### src/logic/urswbg_pkg.sv
package urswbg_pkg;
    // ----------------------------------------------------------------
    // Register map (byte addresses, one 32-bit word each)
    // ----------------------------------------------------------------
    localparam logic [7:0] OFF_CTRL   = 8'h00;
    localparam logic [7:0] OFF_DIV_LO = 8'h04;
    localparam logic [7:0] OFF_DIV_HI = 8'h08;
    localparam logic [7:0] OFF_MOD    = 8'h0C;
    localparam logic [7:0] OFF_STAT   = 8'h10;
    localparam logic [7:0] OFF_MASK   = 8'h14;
    localparam logic [7:0] OFF_RXDAT  = 8'h18;

    // Control register fields
    localparam int CB_SSE   = 0;  // rx_start_edge_enable
    localparam int CB_RXIE  = 1;  // rx_irq_enable
    localparam int CB_GIE   = 2;  // global_irq_enable
    localparam int CB_EIE   = 3;  // rx_err_char_irq_enable
    localparam int CB_WIE   = 4;  // rx_wake_irq_enable
    localparam int CB_SWRST = 5;  // software reset of the serial unit
    localparam int CB_RUN   = 6;  // baud_source_clock running
    localparam int CTRL_W   = 7;
    localparam logic [CTRL_W-1:0] CTRL_RST = 7'h00;

    // Sticky status fields, same layout in the mask register
    localparam int SB_START = 0;
    localparam int SB_CHAR  = 1;
    localparam int SB_ABORT = 2;
    localparam int SB_BREAK = 3;
    localparam int STAT_W   = 4;
    localparam logic [STAT_W-1:0] STAT_RST = 4'h0;

    // ----------------------------------------------------------------
    // Timing and framing
    // ----------------------------------------------------------------
    localparam int CLK_NS       = 100;
    localparam int DEGLITCH_NS  = 300;
    localparam int DEGLITCH_CYC = (DEGLITCH_NS + CLK_NS - 1) / CLK_NS;
    localparam int IDLE_BITS    = 11;
    localparam int DATA_BITS    = 8;
    localparam int VOTE_NEED    = 2;

    typedef enum logic [1:0] {
        RX_IDLE  = 2'b00,
        RX_START = 2'b01,
        RX_DATA  = 2'b10,
        RX_STOP  = 2'b11
    } urswbg_rx_e;
endpackage : urswbg_pkg

### src/logic/urswbg_deglitch.sv
`timescale 1ns/100ps
module urswbg_deglitch import urswbg_pkg::*; #(
    parameter int LIM = DEGLITCH_CYC
) (
    // Clock and reset
    input  wire logic pclk,
    input  wire logic presetn,
    // Raw pin and filtered level
    input  wire logic pin,
    output logic      filt_q
);
    localparam int CW = $clog2(LIM + 1);
    localparam logic [CW-1:0] CNT_TOP = CW'(LIM - 1);

    logic          s1_q;
    logic          s2_q;
    logic [CW-1:0] cnt_q;

    // Two-stage synchroniser, then a level must differ LIM cycles in a row
    always_ff @(posedge pclk or negedge presetn) begin
        if (!presetn) begin
            s1_q   <= 1'b1;
            s2_q   <= 1'b1;
            filt_q <= 1'b1;
            cnt_q  <= '0;
        end else begin
            s1_q <= pin;
            s2_q <= s1_q;
            if (s2_q == filt_q) begin
                cnt_q <= '0;            // Glitch ends, count restarts
            end else if (cnt_q == CNT_TOP) begin
                filt_q <= s2_q;
                cnt_q  <= '0;
            end else begin
                cnt_q <= cnt_q + 1'b1;
            end
        end
    end

    chk_glitch_filter: assert property (
        @(posedge pclk) disable iff (!presetn)
        $changed(filt_q) |-> $past(cnt_q) == CNT_TOP && $past(s2_q) != $past(filt_q))
        else $error("filter output moved before deglitch time");
endmodule : urswbg_deglitch

### src/logic/urswbg_baud.sv
`timescale 1ns/100ps
module urswbg_baud #(
    parameter int DIV_W = 16,
    parameter int MOD_W = 8
) (
    // Clock and reset
    input  wire logic             pclk,
    input  wire logic             presetn,
    // Control
    input  wire logic             run,
    input  wire logic             restart,
    input  wire logic [DIV_W-1:0] divisor,
    input  wire logic [MOD_W-1:0] modpat,
    // Bit timing
    output logic                  smp,
    output logic                  bit_end
);
    localparam int IW = $clog2(MOD_W);

    logic [DIV_W:0]  cnt_q;
    logic [IW-1:0]   idx_q;
    logic [DIV_W:0]  len;
    logic [DIV_W:0]  half;

    // Bit length is the integer divisor plus the current pattern bit
    assign len  = {1'b0, divisor} + {{DIV_W{1'b0}}, modpat[idx_q]};
    assign half = {2'b00, divisor[DIV_W-1:1]};
    assign bit_end = run && (cnt_q == len - 1'b1);
    // Three samples around mid-bit for the vote; fits for divisor 3
    assign smp  = run && (cnt_q + 1'b1 == half || cnt_q == half
                          || cnt_q == half + 1'b1);

    // Divider counter and modulation pointer
    always_ff @(posedge pclk or negedge presetn) begin
        if (!presetn) begin
            cnt_q <= '0;
            idx_q <= '0;
        end else if (restart) begin
            cnt_q <= '0;
            idx_q <= '0;
        end else if (!run) begin
            cnt_q <= '0;                // A frozen count could hit bit_end on restart
        end else if (bit_end) begin
            cnt_q <= '0;
            idx_q <= idx_q + 1'b1;
        end else if (run) begin
            cnt_q <= cnt_q + 1'b1;
        end
    end

    chk_mod_first_bit: assert property (
        @(posedge pclk) disable iff (!presetn)
        restart |=> idx_q == '0 && cnt_q == '0)
        else $error("frame did not start on first pattern bit");

    chk_mod_step: assert property (
        @(posedge pclk) disable iff (!presetn)
        bit_end && !restart |=> idx_q == IW'($past(idx_q) + 1'b1))
        else $error("pattern pointer did not step once per bit");

    chk_bit_length: assert property (
        @(posedge pclk) disable iff (!presetn)
        bit_end |-> cnt_q + 1'b1 == {1'b0, divisor} + modpat[idx_q])
        else $error("bit period not divisor plus pattern bit");
endmodule : urswbg_baud

### src/logic/urswbg_top.sv
// Functional notes
// - Falling edge on serial_rx_pin sets the start-detect flag.
// - Start flag requests service only with rx and global irq enables.
// - Receive pin is deglitched; short pulses set nothing, start nothing.
// - Failed start-bit majority vote abandons character, rx_irq_flag untouched.
// - With start-edge enable clear, start detect raises no request.
// - With error-char enable 0, erroneous characters leave rx_irq_flag.
// - Halted baud clock means no break detection.
// - Bit rates up to one third of the input clock.
// - Divider gives integer part, modulation the fraction.
// - Integer divisor is 16 bits from high and low bytes.
// - Modulation adjusts each bit of a frame separately.
// - Pattern starts at its lowest bit for the start bit.
// - Idle-line wake feature suppresses the receive flag and char status for insignificant characters; break still sets.
// - Set pattern bit lengthens the bit by one input cycle.
// - Pattern bits step m0 to m7 per bit, then wrap.
//
// The APB interface to the registers and the register addresses were left to the implementer.
`timescale 1ns/100ps
module urswbg_top import urswbg_pkg::*; #(
    parameter int DEG_CYC = DEGLITCH_CYC
) (
    // APB clock and reset
    input  wire logic        pclk,
    input  wire logic        presetn,
    // APB slave
    input  wire logic        psel,
    input  wire logic        penable,
    input  wire logic        pwrite,
    input  wire logic [7:0]  paddr,
    input  wire logic [31:0] pwdata,
    output logic      [31:0] prdata,
    output logic             pready,
    output logic             pslverr,
    // Serial line
    input  wire logic        serial_rx_pin,
    // Requests to the system
    output logic             irq,
    output logic             rx_service_req
);
    // ----------------------------------------------------------------
    // State
    // ----------------------------------------------------------------
    logic [CTRL_W-1:0] ctrl_q;
    logic [7:0]        baud_divisor_low_q;
    logic [7:0]        baud_divisor_high_q;
    logic [7:0]        mod_q;
    logic [STAT_W-1:0] stat_q;
    logic [STAT_W-1:0] stat_d;
    logic [STAT_W-1:0] mask_q;
    logic [7:0]        rxbuf_q;
    logic              rx_irq_flag_q;
    logic              rx_start_detect_flag_q;
    logic              line_break_flag_q;
    logic              filt_d1_q;
    urswbg_rx_e        st_q;
    logic [2:0]        bcnt_q;
    logic [7:0]        sh_q;
    logic [1:0]        vcnt_q;
    logic [3:0]        idle_q;
    logic              wake_q;
    logic [31:0]       prdata_q;
    logic              pready_q;
    logic              pslverr_q;
    logic              irq_q;
    logic              req_q;

    assign prdata         = prdata_q;
    assign pready         = pready_q;
    assign pslverr        = pslverr_q;
    assign irq            = irq_q;
    assign rx_service_req = req_q;
    // ----------------------------------------------------------------
    // Control decode
    // ----------------------------------------------------------------
    logic        sse, rxie, global_irq_enable, eie, wie, swrst, run;
    logic [15:0] baud_divisor;

    assign sse   = ctrl_q[CB_SSE];
    assign rxie  = ctrl_q[CB_RXIE];
    assign global_irq_enable   = ctrl_q[CB_GIE];
    assign eie   = ctrl_q[CB_EIE];
    assign wie   = ctrl_q[CB_WIE];
    assign swrst = ctrl_q[CB_SWRST];
    // The sampling clock only runs while software lets it
    assign run   = ctrl_q[CB_RUN] && !swrst;
    assign baud_divisor = {baud_divisor_high_q, baud_divisor_low_q};

    // ----------------------------------------------------------------
    // Line filter and bit timing
    // ----------------------------------------------------------------
    logic rx_filt, fall, smp, bit_end, restart;

    urswbg_deglitch #(.LIM(DEG_CYC)) u_deglitch (
        .pclk    (pclk),
        .presetn (presetn),
        .pin     (serial_rx_pin),
        .filt_q  (rx_filt)
    );

    // Only a filtered edge counts, so glitches wake nothing
    assign fall    = filt_d1_q && !rx_filt;
    assign restart = (st_q == RX_IDLE) && fall && run;

    urswbg_baud #(.DIV_W(16), .MOD_W(8)) u_baud (
        .pclk    (pclk),
        .presetn (presetn),
        .run     (run),
        .restart (restart),
        .divisor (baud_divisor),
        .modpat  (mod_q),
        .smp     (smp),
        .bit_end (bit_end)
    );

    // ----------------------------------------------------------------
    // Majority vote and character outcome
    // ----------------------------------------------------------------
    logic [1:0] vsum;
    logic       vote_one, char_done, fe, line_break_flag, take, abort;

    // Sample taken on the last count still joins the vote
    assign vsum      = vcnt_q + {1'b0, smp && rx_filt};
    assign vote_one  = vsum >= 2'(VOTE_NEED);
    assign abort     = (st_q == RX_START) && bit_end && vote_one;
    assign char_done = (st_q == RX_STOP) && bit_end;
    assign fe        = !vote_one;
    assign line_break_flag       = fe && (sh_q == 8'h00);
    // Errors need eie; with wie only idle-preceded characters count
    assign take = char_done && !(fe && !eie)
                  && !(wie && !wake_q);

    // ----------------------------------------------------------------
    // APB slave: one setup cycle, answer in the first access cycle
    // ----------------------------------------------------------------
    logic setup, acc, wr, rd;
    logic hit_ctrl, hit_lo, hit_hi, hit_mod, hit_stat, hit_mask, hit_dat;
    logic hit;
    logic [31:0] rdmux;

    assign setup = psel && !penable;
    assign acc   = psel && penable && pready_q;
    assign wr    = acc && pwrite;
    assign rd    = acc && !pwrite;

    assign hit_ctrl = paddr == OFF_CTRL;
    assign hit_lo   = paddr == OFF_DIV_LO;
    assign hit_hi   = paddr == OFF_DIV_HI;
    assign hit_mod  = paddr == OFF_MOD;
    assign hit_stat = paddr == OFF_STAT;
    assign hit_mask = paddr == OFF_MASK;
    assign hit_dat  = paddr == OFF_RXDAT;
    assign hit = hit_ctrl | hit_lo | hit_hi | hit_mod | hit_stat | hit_mask | hit_dat;

    // Read mux; RXDAT also shows the flags so software sees them together
    assign rdmux =
        hit_ctrl ? {25'h000_0000, ctrl_q} :
        hit_lo   ? {24'h00_0000, baud_divisor_low_q} :
        hit_hi   ? {24'h00_0000, baud_divisor_high_q} :
        hit_mod  ? {24'h00_0000, mod_q} :
        hit_stat ? {28'h000_0000, stat_q} :
        hit_mask ? {28'h000_0000, mask_q} :
        hit_dat  ? {21'h00_0000, line_break_flag_q, rx_start_detect_flag_q,
                    rx_irq_flag_q, rxbuf_q} :
        32'h0000_0000;

    // Bus answer registers
    always_ff @(posedge pclk or negedge presetn) begin
        if (!presetn) begin
            prdata_q  <= 32'h0000_0000;
            pready_q  <= 1'b0;
            pslverr_q <= 1'b0;
        end else if (setup) begin
            prdata_q  <= pwrite ? 32'h0000_0000 : rdmux;
            pready_q  <= 1'b1;
            pslverr_q <= !hit;
        end else begin
            pready_q  <= 1'b0;
            pslverr_q <= 1'b0;
        end
    end

    // Software-written configuration
    always_ff @(posedge pclk or negedge presetn) begin
        if (!presetn) begin
            ctrl_q              <= CTRL_RST;
            baud_divisor_low_q  <= 8'h00;
            baud_divisor_high_q <= 8'h00;
            mod_q               <= 8'h00;
            mask_q              <= STAT_RST;
        end else if (wr) begin
            if (hit_ctrl) ctrl_q <= pwdata[CTRL_W-1:0];
            if (hit_lo)   baud_divisor_low_q  <= pwdata[7:0];
            if (hit_hi)   baud_divisor_high_q <= pwdata[7:0];
            if (hit_mod)  mod_q  <= pwdata[7:0];
            if (hit_mask) mask_q <= pwdata[STAT_W-1:0];
        end
    end

    // ----------------------------------------------------------------
    // Start detect, receive flag and service request
    // ----------------------------------------------------------------
    logic start_set;
    assign start_set = fall && sse && !swrst;

    // Start flag lives only while its enable is set
    always_ff @(posedge pclk or negedge presetn) begin
        if (!presetn) begin
            rx_start_detect_flag_q <= 1'b0;
        end else if (swrst || !sse) begin
            rx_start_detect_flag_q <= 1'b0;
        end else if (start_set) begin
            rx_start_detect_flag_q <= 1'b1;
        end
    end

    // Receive flag: a new character wins over a same-cycle read
    always_ff @(posedge pclk or negedge presetn) begin
        if (!presetn) begin
            rx_irq_flag_q     <= 1'b0;
            line_break_flag_q <= 1'b0;
            rxbuf_q           <= 8'h00;
        end else if (swrst) begin
            rx_irq_flag_q     <= 1'b0;
            line_break_flag_q <= 1'b0;
        end else begin
            if (take) begin
                rx_irq_flag_q <= 1'b1;
                rxbuf_q       <= sh_q;
            end else if (rd && hit_dat) begin
                rx_irq_flag_q <= 1'b0;
            end
            if (char_done && line_break_flag && eie) begin
                line_break_flag_q <= 1'b1;
            end else if (rd && hit_dat) begin
                line_break_flag_q <= 1'b0;
            end
        end
    end

    // Request wakes the system; start flag drives it only while sse holds
    always_ff @(posedge pclk or negedge presetn) begin
        if (!presetn) begin
            req_q <= 1'b0;
            filt_d1_q <= 1'b1;          // Rests at idle level, no false edge after reset
        end else begin
            filt_d1_q <= rx_filt;
            req_q <= rxie && global_irq_enable && (rx_start_detect_flag_q || rx_irq_flag_q);
        end
    end

    // ----------------------------------------------------------------
    // Receive sequencer
    // ----------------------------------------------------------------
    // Stopping the clock drops any frame, so a break is never seen then
    always_ff @(posedge pclk or negedge presetn) begin
        if (!presetn) begin
            st_q   <= RX_IDLE;
            bcnt_q <= 3'h0;
            sh_q   <= 8'h00;
            vcnt_q <= 2'h0;
            idle_q <= 4'h0;
            wake_q <= 1'b0;
        end else if (!run) begin
            st_q   <= RX_IDLE;
            vcnt_q <= 2'h0;
            idle_q <= 4'h0;
        end else begin
            vcnt_q <= bit_end ? 2'h0 : vsum;
            unique case (st_q)
                RX_IDLE: begin
                    if (fall) begin
                        st_q   <= RX_START;
                        wake_q <= idle_q == 4'(IDLE_BITS);
                        idle_q <= 4'h0;
                        vcnt_q <= 2'h0;
                    end else if (bit_end && rx_filt && idle_q != 4'(IDLE_BITS)) begin
                        idle_q <= idle_q + 4'h1;
                    end
                end
                RX_START: begin
                    if (bit_end) begin
                        st_q   <= vote_one ? RX_IDLE : RX_DATA;
                        bcnt_q <= 3'h0;
                    end
                end
                RX_DATA: begin
                    if (bit_end) begin
                        sh_q <= {vote_one, sh_q[7:1]};
                        if (bcnt_q == 3'(DATA_BITS - 1)) begin
                            st_q <= RX_STOP;
                        end else begin
                            bcnt_q <= bcnt_q + 3'h1;
                        end
                    end
                end
                RX_STOP: begin
                    if (bit_end) begin
                        st_q <= RX_IDLE;
                    end
                end
            endcase
        end
    end

    // ----------------------------------------------------------------
    // Sticky status, mask and interrupt line
    // ----------------------------------------------------------------
    logic [STAT_W-1:0] ev;
    logic [STAT_W-1:0] w1c;
    assign ev[SB_START] = start_set;
    assign ev[SB_CHAR]  = take;
    assign ev[SB_ABORT] = abort;
    assign ev[SB_BREAK] = char_done && line_break_flag && eie;
    assign w1c    = (wr && hit_stat) ? pwdata[STAT_W-1:0] : STAT_RST;
    // Event in the clearing cycle survives
    assign stat_d = (stat_q & ~w1c) | ev;

    always_ff @(posedge pclk or negedge presetn) begin
        if (!presetn) begin
            stat_q <= STAT_RST;
            irq_q  <= 1'b0;
        end else begin
            stat_q <= stat_d;
            irq_q  <= |(stat_q & mask_q);
        end
    end

    // ----------------------------------------------------------------
    // Checks
    // ----------------------------------------------------------------
    chk_start_flag_set: assert property (
        @(posedge pclk) disable iff (!presetn)
        fall && sse && !swrst |=> rx_start_detect_flag_q ##1 req_q || !(rxie && global_irq_enable))
        else $error("falling edge did not set start flag");

    chk_req_gating: assert property (
        @(posedge pclk) disable iff (!presetn)
        !(rxie && global_irq_enable) |=> !req_q)
        else $error("service request without both enables");

    chk_abort_clean: assert property (
        @(posedge pclk) disable iff (!presetn)
        abort |=> st_q == RX_IDLE && !$rose(rx_irq_flag_q) && stat_q[SB_ABORT])
        else $error("failed start bit not abandoned cleanly");

    chk_sse_off_quiet: assert property (
        @(posedge pclk) disable iff (!presetn)
        !sse |=> !rx_start_detect_flag_q)
        else $error("start flag alive with edge enable clear");

    chk_err_no_flag: assert property (
        @(posedge pclk) disable iff (!presetn)
        char_done && fe && !eie |=> !$rose(rx_irq_flag_q))
        else $error("erroneous character set receive flag");

    chk_halt_no_frame: assert property (
        @(posedge pclk) disable iff (!presetn)
        !run |=> st_q == RX_IDLE && !bit_end)
        else $error("receiver active with halted baud clock");

    chk_swrst_clear: assert property (
        @(posedge pclk) disable iff (!presetn)
        swrst |=> !rx_start_detect_flag_q && !rx_irq_flag_q)
        else $error("software reset left flags set");

    chk_wake_filter: assert property (
        @(posedge pclk) disable iff (!presetn)
        char_done && wie && !wake_q |=> !$rose(rx_irq_flag_q))
        else $error("insignificant character set receive flag");
endmodule : urswbg_top

### config.mk
export PLATFORM = sky130hd
export DESIGN_NAME = urswbg_top
export DESIGN_NICKNAME = d
export VERILOG_FILES = /design/src/logic/urswbg_pkg.sv /design/src/logic/urswbg_deglitch.sv /design/src/logic/urswbg_baud.sv /design/src/logic/urswbg_top.sv
export SDC_FILE = /design/constraint.sdc
export NUM_CORES = 1
export LEC_CHECK = 0
export BUFFER_PORTS_ARGS = -buffer_cell sky130_fd_sc_hd__buf_2
export CORE_MARGIN = 8
export CORE_UTILIZATION = 30
export CTS_BUF_LIST = sky130_fd_sc_hd__clkbuf_8
export CTS_CLUSTER_SIZE = 12
export DETAILED_ROUTE_END_ITERATION = 10
export PLACE_DENSITY_LB_ADDON = 0.1
export SYNTH_ARGS = -nofsm -noshare
export SYNTH_HDL_FRONTEND = slang
export SYNTH_SLANG_ARGS = --single-unit
### constraint.sdc
create_clock -name pclk -period 5.2 [get_ports pclk]
set_clock_uncertainty 0.1 [all_clocks]
set_input_delay 0.52 -clock pclk [delete_from_list [all_inputs] [get_ports pclk]]
set_output_delay 0.52 -clock pclk [all_outputs]
set_load 0.02 [all_outputs]
==> results of run 1 <==
-- worst paths after layout --
kind | startpoint | to | slack (ps) | cells after the start
min | serial_rx_pin | u_deglitch.s1_q | 130 | 1
max | u_baud.idx_q[0] | rxbuf_q[0] | 410 | 12
min reg2reg | u_deglitch.s1_q | u_deglitch.s2_q | 260 | 0
min in group asynchronous | presetn | wake_q | 170 | 1
max reg2reg | u_baud.idx_q[0] | rxbuf_q[0] | 410 | 12
max in group asynchronous | presetn | mod_q[0] | 3710 | 2
-- worst reg2reg max path: stages, from the launching register on --
cell and delay [ps]:
sky130_fd_sc_hd__dfrtp_1 520, sky130_fd_sc_hd__mux4_2 570, sky130_fd_sc_hd__mux2i_1 190, sky130_fd_sc_hd__ha_1 240, sky130_fd_sc_hd__ha_1 250, sky130_fd_sc_hd__or4b_1 580, sky130_fd_sc_hd__nor4b_1 290, sky130_fd_sc_hd__a31o_2 140
sky130_fd_sc_hd__a221oi_1 90, sky130_fd_sc_hd__or4_1 800, sky130_fd_sc_hd__nor4_4 330, sky130_fd_sc_hd__buf_4 230, sky130_fd_sc_hd__mux2_2 350
-- through the flow --
step | instance area (um2) | power, uW | cells
finish | 7700 | 1580 | 1085
global route | 7700 | 1650 | 1085
detailed placement | 7500 | 1060 | 1069
global placement | 7500 | 1060 | 1069
CTS | 7700 | 1610 | 1085
floorplan | 7140 | 1010 | 770
-- cell usage after synthesis, types with 8 or more instances --
cell type	number
sky130_fd_sc_hd__nor3_1	24
sky130_fd_sc_hd__nand2_1	55
sky130_fd_sc_hd__a22oi_1	10
sky130_fd_sc_hd__ha_1	10
sky130_fd_sc_hd__nor2b_1	12
sky130_fd_sc_hd__clkbuf_1	41
sky130_fd_sc_hd__buf_4	21
sky130_fd_sc_hd__a21oi_1	23
sky130_fd_sc_hd__dfrtp_1	107
sky130_fd_sc_hd__nand2b_1	9
sky130_fd_sc_hd__nor4_1	8
sky130_fd_sc_hd__inv_1	20
sky130_fd_sc_hd__mux2i_1	16
sky130_fd_sc_hd__a21o_1	9
sky130_fd_sc_hd__xor2_1	35
sky130_fd_sc_hd__nand4_1	22
sky130_fd_sc_hd__and3_1	11
sky130_fd_sc_hd__nand3_1	23
sky130_fd_sc_hd__o41ai_1	10
sky130_fd_sc_hd__nor2_1	67
sky130_fd_sc_hd__mux2_2	55
sky130_fd_sc_hd__o21ai_0	19
sky130_fd_sc_hd__xnor2_1	28
-- cell usage in the layout, fill, tap and decap left out, types with 4 or more instances in the layout --
cell,netlist,layout
sky130_fd_sc_hd__nand2b_1,9,9
sky130_fd_sc_hd__a31o_2,4,4
sky130_fd_sc_hd__nand4_1,22,22
sky130_fd_sc_hd__buf_2,2,35
sky130_fd_sc_hd__o21ai_0,19,19
sky130_fd_sc_hd__nor4_1,8,7
sky130_fd_sc_hd__nand3_1,23,23
sky130_fd_sc_hd__nand2_1,55,55
sky130_fd_sc_hd__nor2_1,67,67
sky130_fd_sc_hd__mux2_2,55,55
sky130_fd_sc_hd__ha_1,10,10
sky130_fd_sc_hd__mux2i_1,16,16
sky130_fd_sc_hd__o211ai_1,5,5
sky130_fd_sc_hd__inv_1,20,20
sky130_fd_sc_hd__dfrtp_1,107,107
sky130_fd_sc_hd__xor2_1,35,35
sky130_fd_sc_hd__clkbuf_8,0,9
sky130_fd_sc_hd__a22oi_1,10,10
sky130_fd_sc_hd__nor2b_1,12,12
sky130_fd_sc_hd__xnor2_1,28,28
sky130_fd_sc_hd__dfstp_2,4,4
sky130_fd_sc_hd__nor3_1,24,24
sky130_fd_sc_hd__o41ai_1,10,10
sky130_fd_sc_hd__buf_4,21,17
sky130_fd_sc_hd__nor4b_1,5,4
sky130_fd_sc_hd__a21o_1,9,9
sky130_fd_sc_hd__and4_1,6,6
sky130_fd_sc_hd__conb_1,1,21
sky130_fd_sc_hd__and3_1,11,11
sky130_fd_sc_hd__or4_1,7,7
sky130_fd_sc_hd__o31a_1,4,4
sky130_fd_sc_hd__a21oi_1,23,23
sky130_fd_sc_hd__a21bo_2,5,5
-- area by class of cell --
cell class                      count  share of cell area
Multi-Input combinational cell    567               0.512
Tap cell                          319              0.0518
Clock inverter                      7              0.0101
Sequential cell                   111               0.361
Timing Repair Buffer               52              0.0393
Inverter                           20             0.00975
Clock buffer                        9              0.0161
-- per-layer routing --
layer / track usage / vias to the layer above
met3: 0.0277 / 18
met1: 0.206 / 2865
met5: 0 / -
met4: 0.0392 / 0
met2: 0.224 / 122
li1: - / 2680
-- kinds of logic after synthesis --
logic type | share of synthesized area
flops | 0.394
fa+ha+maj | 0.0177
mux | 0.117
xor+xnor | 0.0781
other cells | 0.000531
compound gates | 0.133
buf+inv | 0.0606
simple gates | 0.200
-- flip-flops by register name (all words and copies together), names as in the netlist, 3 cells and up --
signal               count
u_baud.cnt_q            17
prdata                  11
baud_divisor_high_q      8
baud_divisor_low_q       8
mod_q                    8
rxbuf_q                  8
sh_q                     8
ctrl_q                   7
idle_q                   4
mask_q                   4
stat_q                   4
bcnt_q                   3
u_baud.idx_q             3
-- where the power goes --
part	internal [uW]	switching, uW
clock	191	348
combinational	43.9	90.4
sequential	887	19.0
total	1120	458
==> load_flow_metrics.sql, run 1 <==
INSERT INTO impl_metrics (metric_group, metric, value, unit) VALUES
('drt', 'drt-vias-per-instance', '5.24', ''),
('floorplan', 'fp.dieArea', '28700', 'um2'),
('drt', 'wl', '20700', 'um'),
('grt', 'pin_count_of_the_biggest_net_entering_global_routing', '70', ''),
('run_status', 'outcome', 'finished clean', ''),
('yosys', 'synth-main-ff-cell', 'sky130_fd_sc_hd__dfrtp_1', ''),
('sta', 'setup_viol', '0', ''),
('yosys', 'syn-mean-instance-area', '9.42', 'um2'),
('grt', 'tot_gr_track_use', '0.146', ''),
('pwr', 'power.density', '205', 'nW/um2'),
('yosys', 'netlist_instances', '750', ''),
('finish', 'finalCoreUtilization', '0.330', ''),
('worst_setup_path', 'cp_num_buf_inv', '1', ''),
('placed_design', 'preCtsSetupSlack', '257', 'ps'),
('worst_setup_path', 'cpPeakStageDelay', '800', 'ps'),
('finish', 'fillerInstances', '2404', ''),
('drt', 'wl_met1', '10200', 'um'),
('drt', 'final_antenna_net_count', '0', ''),
('grt', 'first_global_vias', '5649', ''),
('yosys', 'post-synth-top-area-fraction', '0.379', ''),
('clocking', 'root_driver', 'sky130_fd_sc_hd__clkbuf_8', ''),
('clocking', 'cts_made_buffers', '9', ''),
('worst_setup_path', 'critPathCaptureType', 'register', ''),
('floorplan', 'starting_utilization_of_the_core_area', '0.303', ''),
('clocking', 'cts-hold-fix-buffers', '0', ''),
('yosys', 'ys_top_cells_by_area', 'sky130_fd_sc_hd__dfrtp_1 38%, sky130_fd_sc_hd__mux2_2 8.8%, sky130_fd_sc_hd__xor2_1 4.3%', ''),
('sta', 'fin_setup_tns', '0', 'ps'),
('placed_design', 'final_weighted_congestion_of_routability_driven_global_placement', '0.858', ''),
('placed_design', 'port_buf_inserts', '36', ''),
('finish', 'antenna-diode-count', '0', ''),
('grt', 'grt_antenna_before_repair', '0', ''),
('worst_setup_path', 'crit_slowest_cell', 'sky130_fd_sc_hd__or4_1', ''),
('sta', 'timing.final.crit_period', '4790', 'ps'),
('clocking', 'clk_pin_slew_worst_paths', '130', 'ps'),
('yosys', 'postSynthRegisterBits', '111', ''),
('clocking', 'cts_setup_buffers', '0', ''),
('finish', 'multi_input_comb_area', '3940', 'um2'),
('pwr', 'ir_drop', '0.0999', 'mV'),
('yosys', 'synth-async-reset-ratio', '1.00', ''),
('sta', 'count_of_endpoints_failing_hold_in_the_final_timing_report', '0', ''),
('drt', 'drt-pass1-iter-count', '5', ''),
('finish', 'seqCellArea', '2780', 'um2'),
('clocking', 'worstSkewPairLatency', '400', 'ps'),
('drt', 'via_count', '5685', ''),
('clocking', 'cts.sinks', '111', ''),
('worst_setup_path', 'crit_arrival', '4980', 'ps'),
('yosys', 'synth_cell_types', '68', ''),
('job', 'max_cap_viol_count', '0', ''),
('floorplan', 'floorplan.rows', '56', ''),
('sta', 'fmax', '0.209', 'GHz'),
('worst_setup_path', 'critical_path.top_delay_family', 'simple AND/OR/NAND/NOR gates', ''),
('clocking', 'htree_num_levels', '3', ''),
('sta', 'worst_margin_slew', '962', 'ps'),
('drt', 'drcViolationCount', '0', ''),
('clocking', 'clock_tree.buffer_depth', '2', ''),
('yosys', 'cell_area_synth', '7070', 'um2'),
('clocking', 'cts_resized', '0', ''),
('grt', 'gr-total-overflow', '0', ''),
('floorplan', 'dieHeight', '169', 'um'),
('drt', 'met2_wirelength', '9340', 'um'),
('yosys', 'sequential_share_of_the_synthesized_area', '0.394', ''),
('finish', 'area.growth.synth_to_final', '9.03', '%'),
('sta', 'timing_max_transition_violations_final', '0', ''),
('floorplan', 'dieWidth', '169', 'um'),
('worst_setup_path', 'cp_max_fo', '10', ''),
('drt', 'drt_iter0_drc', '358', ''),
('sta', 'max_slew_margin', '0.358', ''),
('sta', 'final_critical_path_setup_slack', '408', 'ps'),
('clocking', 'cts_tree', 'built', ''),
('drt', 'top_layer_used', 'met4', ''),
('yosys', 'yosysWarnings', '0', '');
(Power assumes the default switching activity.)
==> inputs of run 2 (changes only) <==
RECOVER_POWER = 25   (was not set)
==> run 2 against run 1 <==
Effect of this change: the run now ends with capacitance limit, slew limit left; fmax stayed put; combinational power is essentially flat; non-clock buffer count did not move; register-to-register slack about the same; global-route usage did not move; worst setup slack is the same; sequential cell count unchanged; via count barely moved; first-iteration DRC count did not move; clock power about the same; sequential share of layout area is essentially flat; sequential power barely moved.
==> load_flow_metrics.sql, run 2 (synthesis results as in run 1) <==
INSERT INTO impl_metrics (metric_group, metric, value, unit) VALUES
('clocking', 'cts_tree', 'built', ''),
('floorplan', 'core_region_area', '23300', 'um2'),
('placed_design', 'post-dp-hpwl', '15600', 'um'),
('placed_design', 'port_buf_inserts', '36', ''),
('worst_setup_path', 'cpPeakStageDelay', '800', 'ps'),
('clocking', 'worstSkewPairLatency', '400', 'ps'),
('sta', 'fin_crit_share', '0.922', ''),
('drt', 'via_count', '5684', ''),
('grt', 'first_global_vias', '5649', ''),
('pwr', 'static-leakage-power', '0.00356', 'uW'),
('worst_setup_path', 'timing.critical_path.cells', 'mux4_2 -> mux2i_1 -> ha_1 -> ha_1 -> or4b_1 -> nor4b_1 -> a31o_2 -> a221oi_1 -> or4_1 -> nor4_4 -> buf_4 -> mux2_2', ''),
('clocking', 'cts-hold-fix-buffers', '0', ''),
('finish', 'mostFrequentLayoutCells', '107 x sky130_fd_sc_hd__dfrtp_1, 67 x sky130_fd_sc_hd__nor2_1, 55 x sky130_fd_sc_hd__nand2_1, 55 x sky130_fd_sc_hd__mux2_2', ''),
('worst_setup_path', 'timing.rr.start', 'u_baud.idx_q[0]', ''),
('job', 'max_cap_viol_count', '1', ''),
('sta', 'timing_max_transition_violations_final', '70', ''),
('worst_setup_path', 'cp-start-kind', 'register', ''),
('worst_setup_path', 'critical_path.top_delay_family', 'simple AND/OR/NAND/NOR gates', ''),
('pwr', 'ir_drop', '0.0999', 'mV'),
('sta', 'max_slew_margin', '-1.67', ''),
('finish', 'finish.net_count', '817', ''),
('drt', 'drt_iter0_drc', '358', ''),
('clocking', 'cts_resized', '0', ''),
('floorplan', 'dieWidth', '169', 'um'),
('worst_setup_path', 'crit_path_start', 'u_baud.idx_q[0]', ''),
('sta', 'timing.final.crit_period', '4790', 'ps'),
('clocking', 'cts_setup_buffers', '0', ''),
('sta', 'count_of_endpoints_failing_hold_in_the_final_timing_report', '0', ''),
('finish', 'final_layout_size_suffix_gt1_frac', '0.184', ''),
('hold_path', 'worst_hold_startpoint', 'serial_rx_pin', ''),
('drt', 'drcViolationCount', '0', ''),
('pwr', 'power.density', '205', 'nW/um2'),
('finish', 'final_common_cell', 'sky130_fd_sc_hd__dfrtp_1', ''),
('grt', 'pin_count_of_the_biggest_net_entering_global_routing', '70', ''),
('finish', 'antenna-diode-count', '0', ''),
('worst_setup_path', 'crit_required', '5380', 'ps'),
('finish', 'area.growth.synth_to_final', '8.98', '%'),
('placed_design', 'final_weighted_congestion_of_routability_driven_global_placement', '0.858', ''),
('worst_setup_path', 'cp_num_buf_inv', '1', ''),
('worst_setup_path', 'worstSetupPathType', 'register to register', ''),
('drt', 'wl', '20700', 'um'),
('drt', 'final_antenna_net_count', '0', ''),
('floorplan', 'io-pin-count', '82', ''),
('finish', 'number_of_flip_flops_under_the_largest_register_name', '17', ''),
('sta', 'worst_margin_slew', '4010', 'ps'),
('clocking', 'root_driver', 'sky130_fd_sc_hd__clkbuf_8', ''),
('sta', 'fin_setup_tns', '0', 'ps'),
('worst_setup_path', 'worst_path_most_repeated_cell', 'sky130_fd_sc_hd__ha_1', ''),
('clocking', 'cts_made_buffers', '9', ''),
('clocking', 'cts.sinks', '111', ''),
('drt', 'drt-vias-per-instance', '5.24', ''),
('sta', 'setup_viol', '0', ''),
('worst_setup_path', 'crit_arrival', '4980', 'ps'),
('clocking', 'clk_pin_slew_worst_paths', '130', 'ps'),
('sta', 'grt_setup_unrepaired', 'false', ''),
('worst_setup_path', 'critPathCaptureType', 'register', ''),
('grt', 'grt_antenna_before_repair', '0', ''),
('worst_setup_path', 'cp_max_fo', '10', ''),
('run_status', 'outcome', 'complete, but fails checks', ''),
('sta', 'whs', '129', 'ps'),
('run_status', 'violated_checks', 'capacitance limit, slew limit', ''),
('floorplan', 'fp.dieArea', '28700', 'um2'),
('floorplan', 'starting_utilization_of_the_core_area', '0.303', ''),
('drt', 'wire_length_per_cell', '19.1', 'um'),
('hold_path', 'hp-class', 'input port to register', ''),
('floorplan', 'dieHeight', '169', 'um'),
('clocking', 'clock_tree.buffer_depth', '2', ''),
('floorplan', 'floorplan.rows', '56', ''),
('grt', 'grt_pass1_wl', '32800', 'um'),
('grt', 'gr-total-overflow', '0', ''),
('clocking', 'htree_num_levels', '3', ''),
('drt', 'drt-pass1-iter-count', '4', ''),
('worst_setup_path', 'crit_slowest_cell', 'sky130_fd_sc_hd__or4_1', ''),
('grt', 'tot_gr_track_use', '0.146', ''),
('finish', 'largest-register', 'u_baud.cnt_q', ''),
('sta', 'fmax', '0.209', 'GHz');
-- run 2: cell count changes in the layout (fill, tap and decap cells not counted) --
cell,previous run,this run
sky130_fd_sc_hd__buf_4,17,16
sky130_fd_sc_hd__clkbuf_1,0,1
sky130_fd_sc_hd__dfstp_2,4,3
sky130_fd_sc_hd__dfstp_1,0,1
-- run 2: path summary, 6_finish.rpt --
| kind | end | slack (ps) | cells after the start |
|---|---|---|---|
| setup / recovery | rxbuf_q[0] | 410 | 12 |
| max in group asynchronous | stat_q[0] | 1340 | 1 |
| hold / removal | u_deglitch.s1_q | 130 | 1 |
| min in group asynchronous | u_deglitch.cnt_q[0] | 1440 | 1 |
| setup reg to reg | rxbuf_q[0] | 410 | 12 |
| hold reg to reg | u_deglitch.s2_q | 260 | 0 |
-- run 2: layout make-up --
cell class / count / area [um2]
clock buffers: 9 / 124
clock inverters: 7 / 77.6
fillers: 2404 / 15600
inverters: 20 / 75.1
multi-input cells: 567 / 3940
flip-flops and latches: 111 / 2780
well taps: 319 / 399
repair buffers: 52 / 299
-- run 2: stage by stage --
stage | worst slack, ps | util | cell area (um2) | power [uW] | instances
after floorplan | 961 | - | 7140 | 1010 | 770
after global placement | 329 | 0.321 | 7500 | 1060 | 1069
after detailed placement | 257 | 0.321 | 7500 | 1060 | 1069
after CTS | 216 | 0.330 | 7700 | 1610 | 1085
after global routing | 86.6 | 0.330 | 7700 | 1650 | 1085
final | 408 | 0.330 | 7700 | 1580 | 1085
-- run 2: power by group --
| group | internal, uW | total (uW) | switching, uW |
|---|---|---|---|
| registers | 886 | 905 | 19.0 |
| logic | 43.5 | 134 | 90.4 |
| clock network | 191 | 539 | 348 |
-- run 2: routing by layer --
layer / track usage / routed length, um / vias to the layer above
met4: 0.0392 / 218 / 0
met5: 0 / 0 / -
met1: 0.206 / 10200 / 2866
li1: - / - / 2680
met3: 0.0277 / 909 / 18
met2: 0.224 / 9340 / 120
==> inputs of run 3 (changes only) <==
CORE_UTILIZATION = 40   (was 30)
==> run 3 against run 2 <==
Effect of this change: the flow still finishes with violations (capacitance limit, slew limit); global-route usage grew 3.1 points; first-iteration DRC count grew 0.28%; sequential share of layout area grew 0.59 points; hold slack lost 19 ps; clock-buffer cell count is the same; cell area shrank 1.6%; wire length shrank 6.0%; combinational power is essentially flat; die area shrank 23%; final cell count shrank 8.8%; highest routed layer unchanged.
==> load_flow_metrics.sql, run 3 (synthesis results as in run 1) <==
INSERT INTO impl_metrics (metric_group, metric, value, unit) VALUES
('worst_setup_path', 'timing.rr.start', 'u_baud.idx_q[0]', ''),
('finish', 'number_of_flip_flops_under_the_largest_register_name', '17', ''),
('clocking', 'cts_made_buffers', '9', ''),
('hold_path', 'worst_hold_startpoint', 'serial_rx_pin', ''),
('sta', 'timing_max_transition_violations_final', '71', ''),
('finish', 'area.growth.synth_to_final', '7.23', '%'),
('pwr', 'power_report.internal_total', '1120', 'uW'),
('worst_setup_path', 'cpPeakStageDelay', '820', 'ps'),
('job', 'max_cap_viol_count', '1', ''),
('placed_design', 'port_buf_inserts', '36', ''),
('pwr', 'ir_drop', '0.122', 'mV'),
('drt', 'drt-pass1-iter-count', '5', ''),
('grt', 'gr-total-overflow', '0', ''),
('grt', 'tot_gr_track_use', '0.177', ''),
('grt', 'pin_count_of_the_biggest_net_entering_global_routing', '71', ''),
('sta', 'count_of_endpoints_failing_hold_in_the_final_timing_report', '0', ''),
('sta', 'grt_setup_unrepaired', 'false', ''),
('hold_path', 'hold-path-endpoint', 'u_deglitch.s1_q', ''),
('sta', 'max_slew_margin', '-1.58', ''),
('drt', 'drcViolationCount', '0', ''),
('worst_setup_path', 'worstSetupPathType', 'register to register', ''),
('drt', 'wire_length_per_cell', '19.7', 'um'),
('placed_design', 'placed_cells', '973', ''),
('floorplan', 'dieWidth', '149', 'um'),
('clocking', 'clock_tree.buffer_depth', '2', ''),
('clocking', 'cts-hold-fix-buffers', '0', ''),
('floorplan', 'fp.dieArea', '22200', 'um2'),
('grt', 'first_global_vias', '5559', ''),
('sta', 'fin_setup_tns', '0', 'ps'),
('grt', 'grt_antenna_before_repair', '0', ''),
('floorplan', 'dieHeight', '149', 'um'),
('worst_setup_path', 'worst_path_most_repeated_cell', 'sky130_fd_sc_hd__ha_1', ''),
('run_status', 'violated_checks', 'capacitance limit, slew limit', ''),
('worst_setup_path', 'cp_num_buf_inv', '1', ''),
('hold_path', 'hp-class', 'input port to register', ''),
('clocking', 'root_driver', 'sky130_fd_sc_hd__clkbuf_8', ''),
('worst_setup_path', 'critPathCaptureType', 'register', ''),
('sta', 'whs', '110', 'ps'),
('hold_path', 'worst_hold_path_cell_count', '1', ''),
('placed_design', 'post-dp-hpwl', '14500', 'um'),
('clocking', 'htree_num_levels', '3', ''),
('grt', 'grt_pass1_wl', '31000', 'um'),
('pwr', 'power.density', '210', 'nW/um2'),
('worst_setup_path', 'critical_path.reg2reg.endpoint', 'rxbuf_q[2]', ''),
('pwr', 'p_clk_frac', '0.347', ''),
('drt', 'drt-vias-per-instance', '5.85', ''),
('finish', 'stdcell_count', '989', ''),
('clocking', 'cts.sinks', '111', ''),
('worst_setup_path', 'ff2ff_setup_slack', '420', 'ps'),
('floorplan', 'starting_utilization_of_the_core_area', '0.408', ''),
('drt', 'wl', '19500', 'um'),
('worst_setup_path', 'timing.critical_path.cells', 'mux4_2 -> mux2i_1 -> ha_1 -> ha_1 -> or4b_1 -> nor4b_1 -> a31o_2 -> a221oi_1 -> or4_1 -> nor4_4 -> buf_4 -> mux2_2', ''),
('sta', 'setup_viol', '0', ''),
('finish', 'final_common_cell', 'sky130_fd_sc_hd__dfrtp_1', ''),
('floorplan', 'core_region_area', '17300', 'um2'),
('pwr', 'p_comb_frac', '0.083', ''),
('finish', 'largest-register', 'u_baud.cnt_q', ''),
('sta', 'timing.final.crit_period', '4780', 'ps'),
('clocking', 'worstSkewPairLatency', '400', 'ps'),
('drt', 'final_antenna_net_count', '0', ''),
('worst_setup_path', 'crit_required', '5390', 'ps'),
('pwr', 'power.switching', '464', 'uW'),
('pwr', 'power.total', '1590', 'uW'),
('pwr', 'static-leakage-power', '0.00356', 'uW'),
('drt', 'via_count', '5788', ''),
('worst_setup_path', 'critical_path.top_delay_family', 'simple AND/OR/NAND/NOR gates', ''),
('run_status', 'outcome', 'complete, but fails checks', ''),
('placed_design', 'final_weighted_congestion_of_routability_driven_global_placement', '0.950', ''),
('clocking', 'cts_setup_buffers', '0', ''),
('pwr', 'seqPwrFrac', '0.569', ''),
('sta', 'worst_margin_slew', '3860', 'ps'),
('clocking', 'cts_tree', 'built', ''),
('worst_setup_path', 'cp_max_fo', '10', ''),
('worst_setup_path', 'crit_slowest_cell', 'sky130_fd_sc_hd__or4_1', ''),
('pwr', 'switching_share', '0.292', ''),
('finish', 'finalCoreUtilization', '0.438', ''),
('drt', 'drt_iter0_drc', '359', ''),
('finish', 'finish.net_count', '815', ''),
('finish', 'final_layout_size_suffix_gt1_frac', '0.183', ''),
('worst_setup_path', 'cp-start-kind', 'register', ''),
('finish', 'mostFrequentLayoutCells', '107 x sky130_fd_sc_hd__dfrtp_1, 67 x sky130_fd_sc_hd__nor2_1, 55 x sky130_fd_sc_hd__nand2_1, 55 x sky130_fd_sc_hd__mux2_2', ''),
('sta', 'fmax', '0.209', 'GHz'),
('clocking', 'clk_pin_slew_worst_paths', '110', 'ps'),
('worst_setup_path', 'crit_arrival', '4970', 'ps'),
('floorplan', 'floorplan.rows', '48', ''),
('finish', 'antenna-diode-count', '0', ''),
('worst_setup_path', 'worstRegToRegCells', '12', ''),
('sta', 'fin_crit_share', '0.919', ''),
('floorplan', 'io-pin-count', '82', '');
==> run 3: cell types whose count changed in the layout (fill, tap and decap cells not counted), sizes merged <==
cell | previous run | this run
buf | 51 | 49
inv | 22 | 24
clkinv | 5 | 3
==> run 3: layer usage <==
layer  vias to the layer above  share of wire  global-route usage
met2                       194           0.45               0.268
met1                      2881           0.47               0.249
met3                        26          0.064              0.0309
met5                         -              0                   0
li1                       2687              -                   -
met4                         0          0.017              0.0591
==> run 3: cell type report <==
class,count,area [um2]
Fill cell,1690,9720
Multi-Input combinational cell,567,3950
Sequential cell,111,2780
Timing Repair Buffer,50,284
Tap cell,225,282
Clock buffer,9,124
Clock inverter,7,81.3
Inverter,20,75.1
==> run 3: metrics by stage <==
| step | setup slack, ps | instance area [um2] |
|---|---|---|
| floorplan | 961 | 7140 |
| global placement | 408 | 7360 |
| detailed placement | 314 | 7360 |
| CTS | 278 | 7570 |
| global route | 148 | 7580 |
| finish | 420 | 7580 |
==> run 3: worst max path at each step <==
stage               depth (start not counted)  slack, ps          to            start
finish                                     12        420  rxbuf_q[2]  u_baud.idx_q[0]
global route                               12        150  rxbuf_q[2]  u_baud.idx_q[0]
CTS                                        12        280  rxbuf_q[2]  u_baud.idx_q[0]
detailed placement                         12        310  rxbuf_q[4]  u_baud.idx_q[0]
global placement                           12        410  rxbuf_q[5]  u_baud.idx_q[0]
floorplan                                  12        960     sh_q[1]  u_baud.idx_q[0]
==> run 3: power groups by stage <==
stage                     logic, uW  clock network (uW)  registers [uW]
after detailed placement        133                   0             923
after global routing            147                 599             909
final                           132                 552             904
after floorplan                93.3                   0             917
after global placement          130                   0             922
after CTS                       134                 569             907
==> run 3: timing repair <==
action,in CTS,in global routing
endpoints found under the hold margin,0,0
gates resized for setup,0,1
endpoints found under the setup margin,0,8
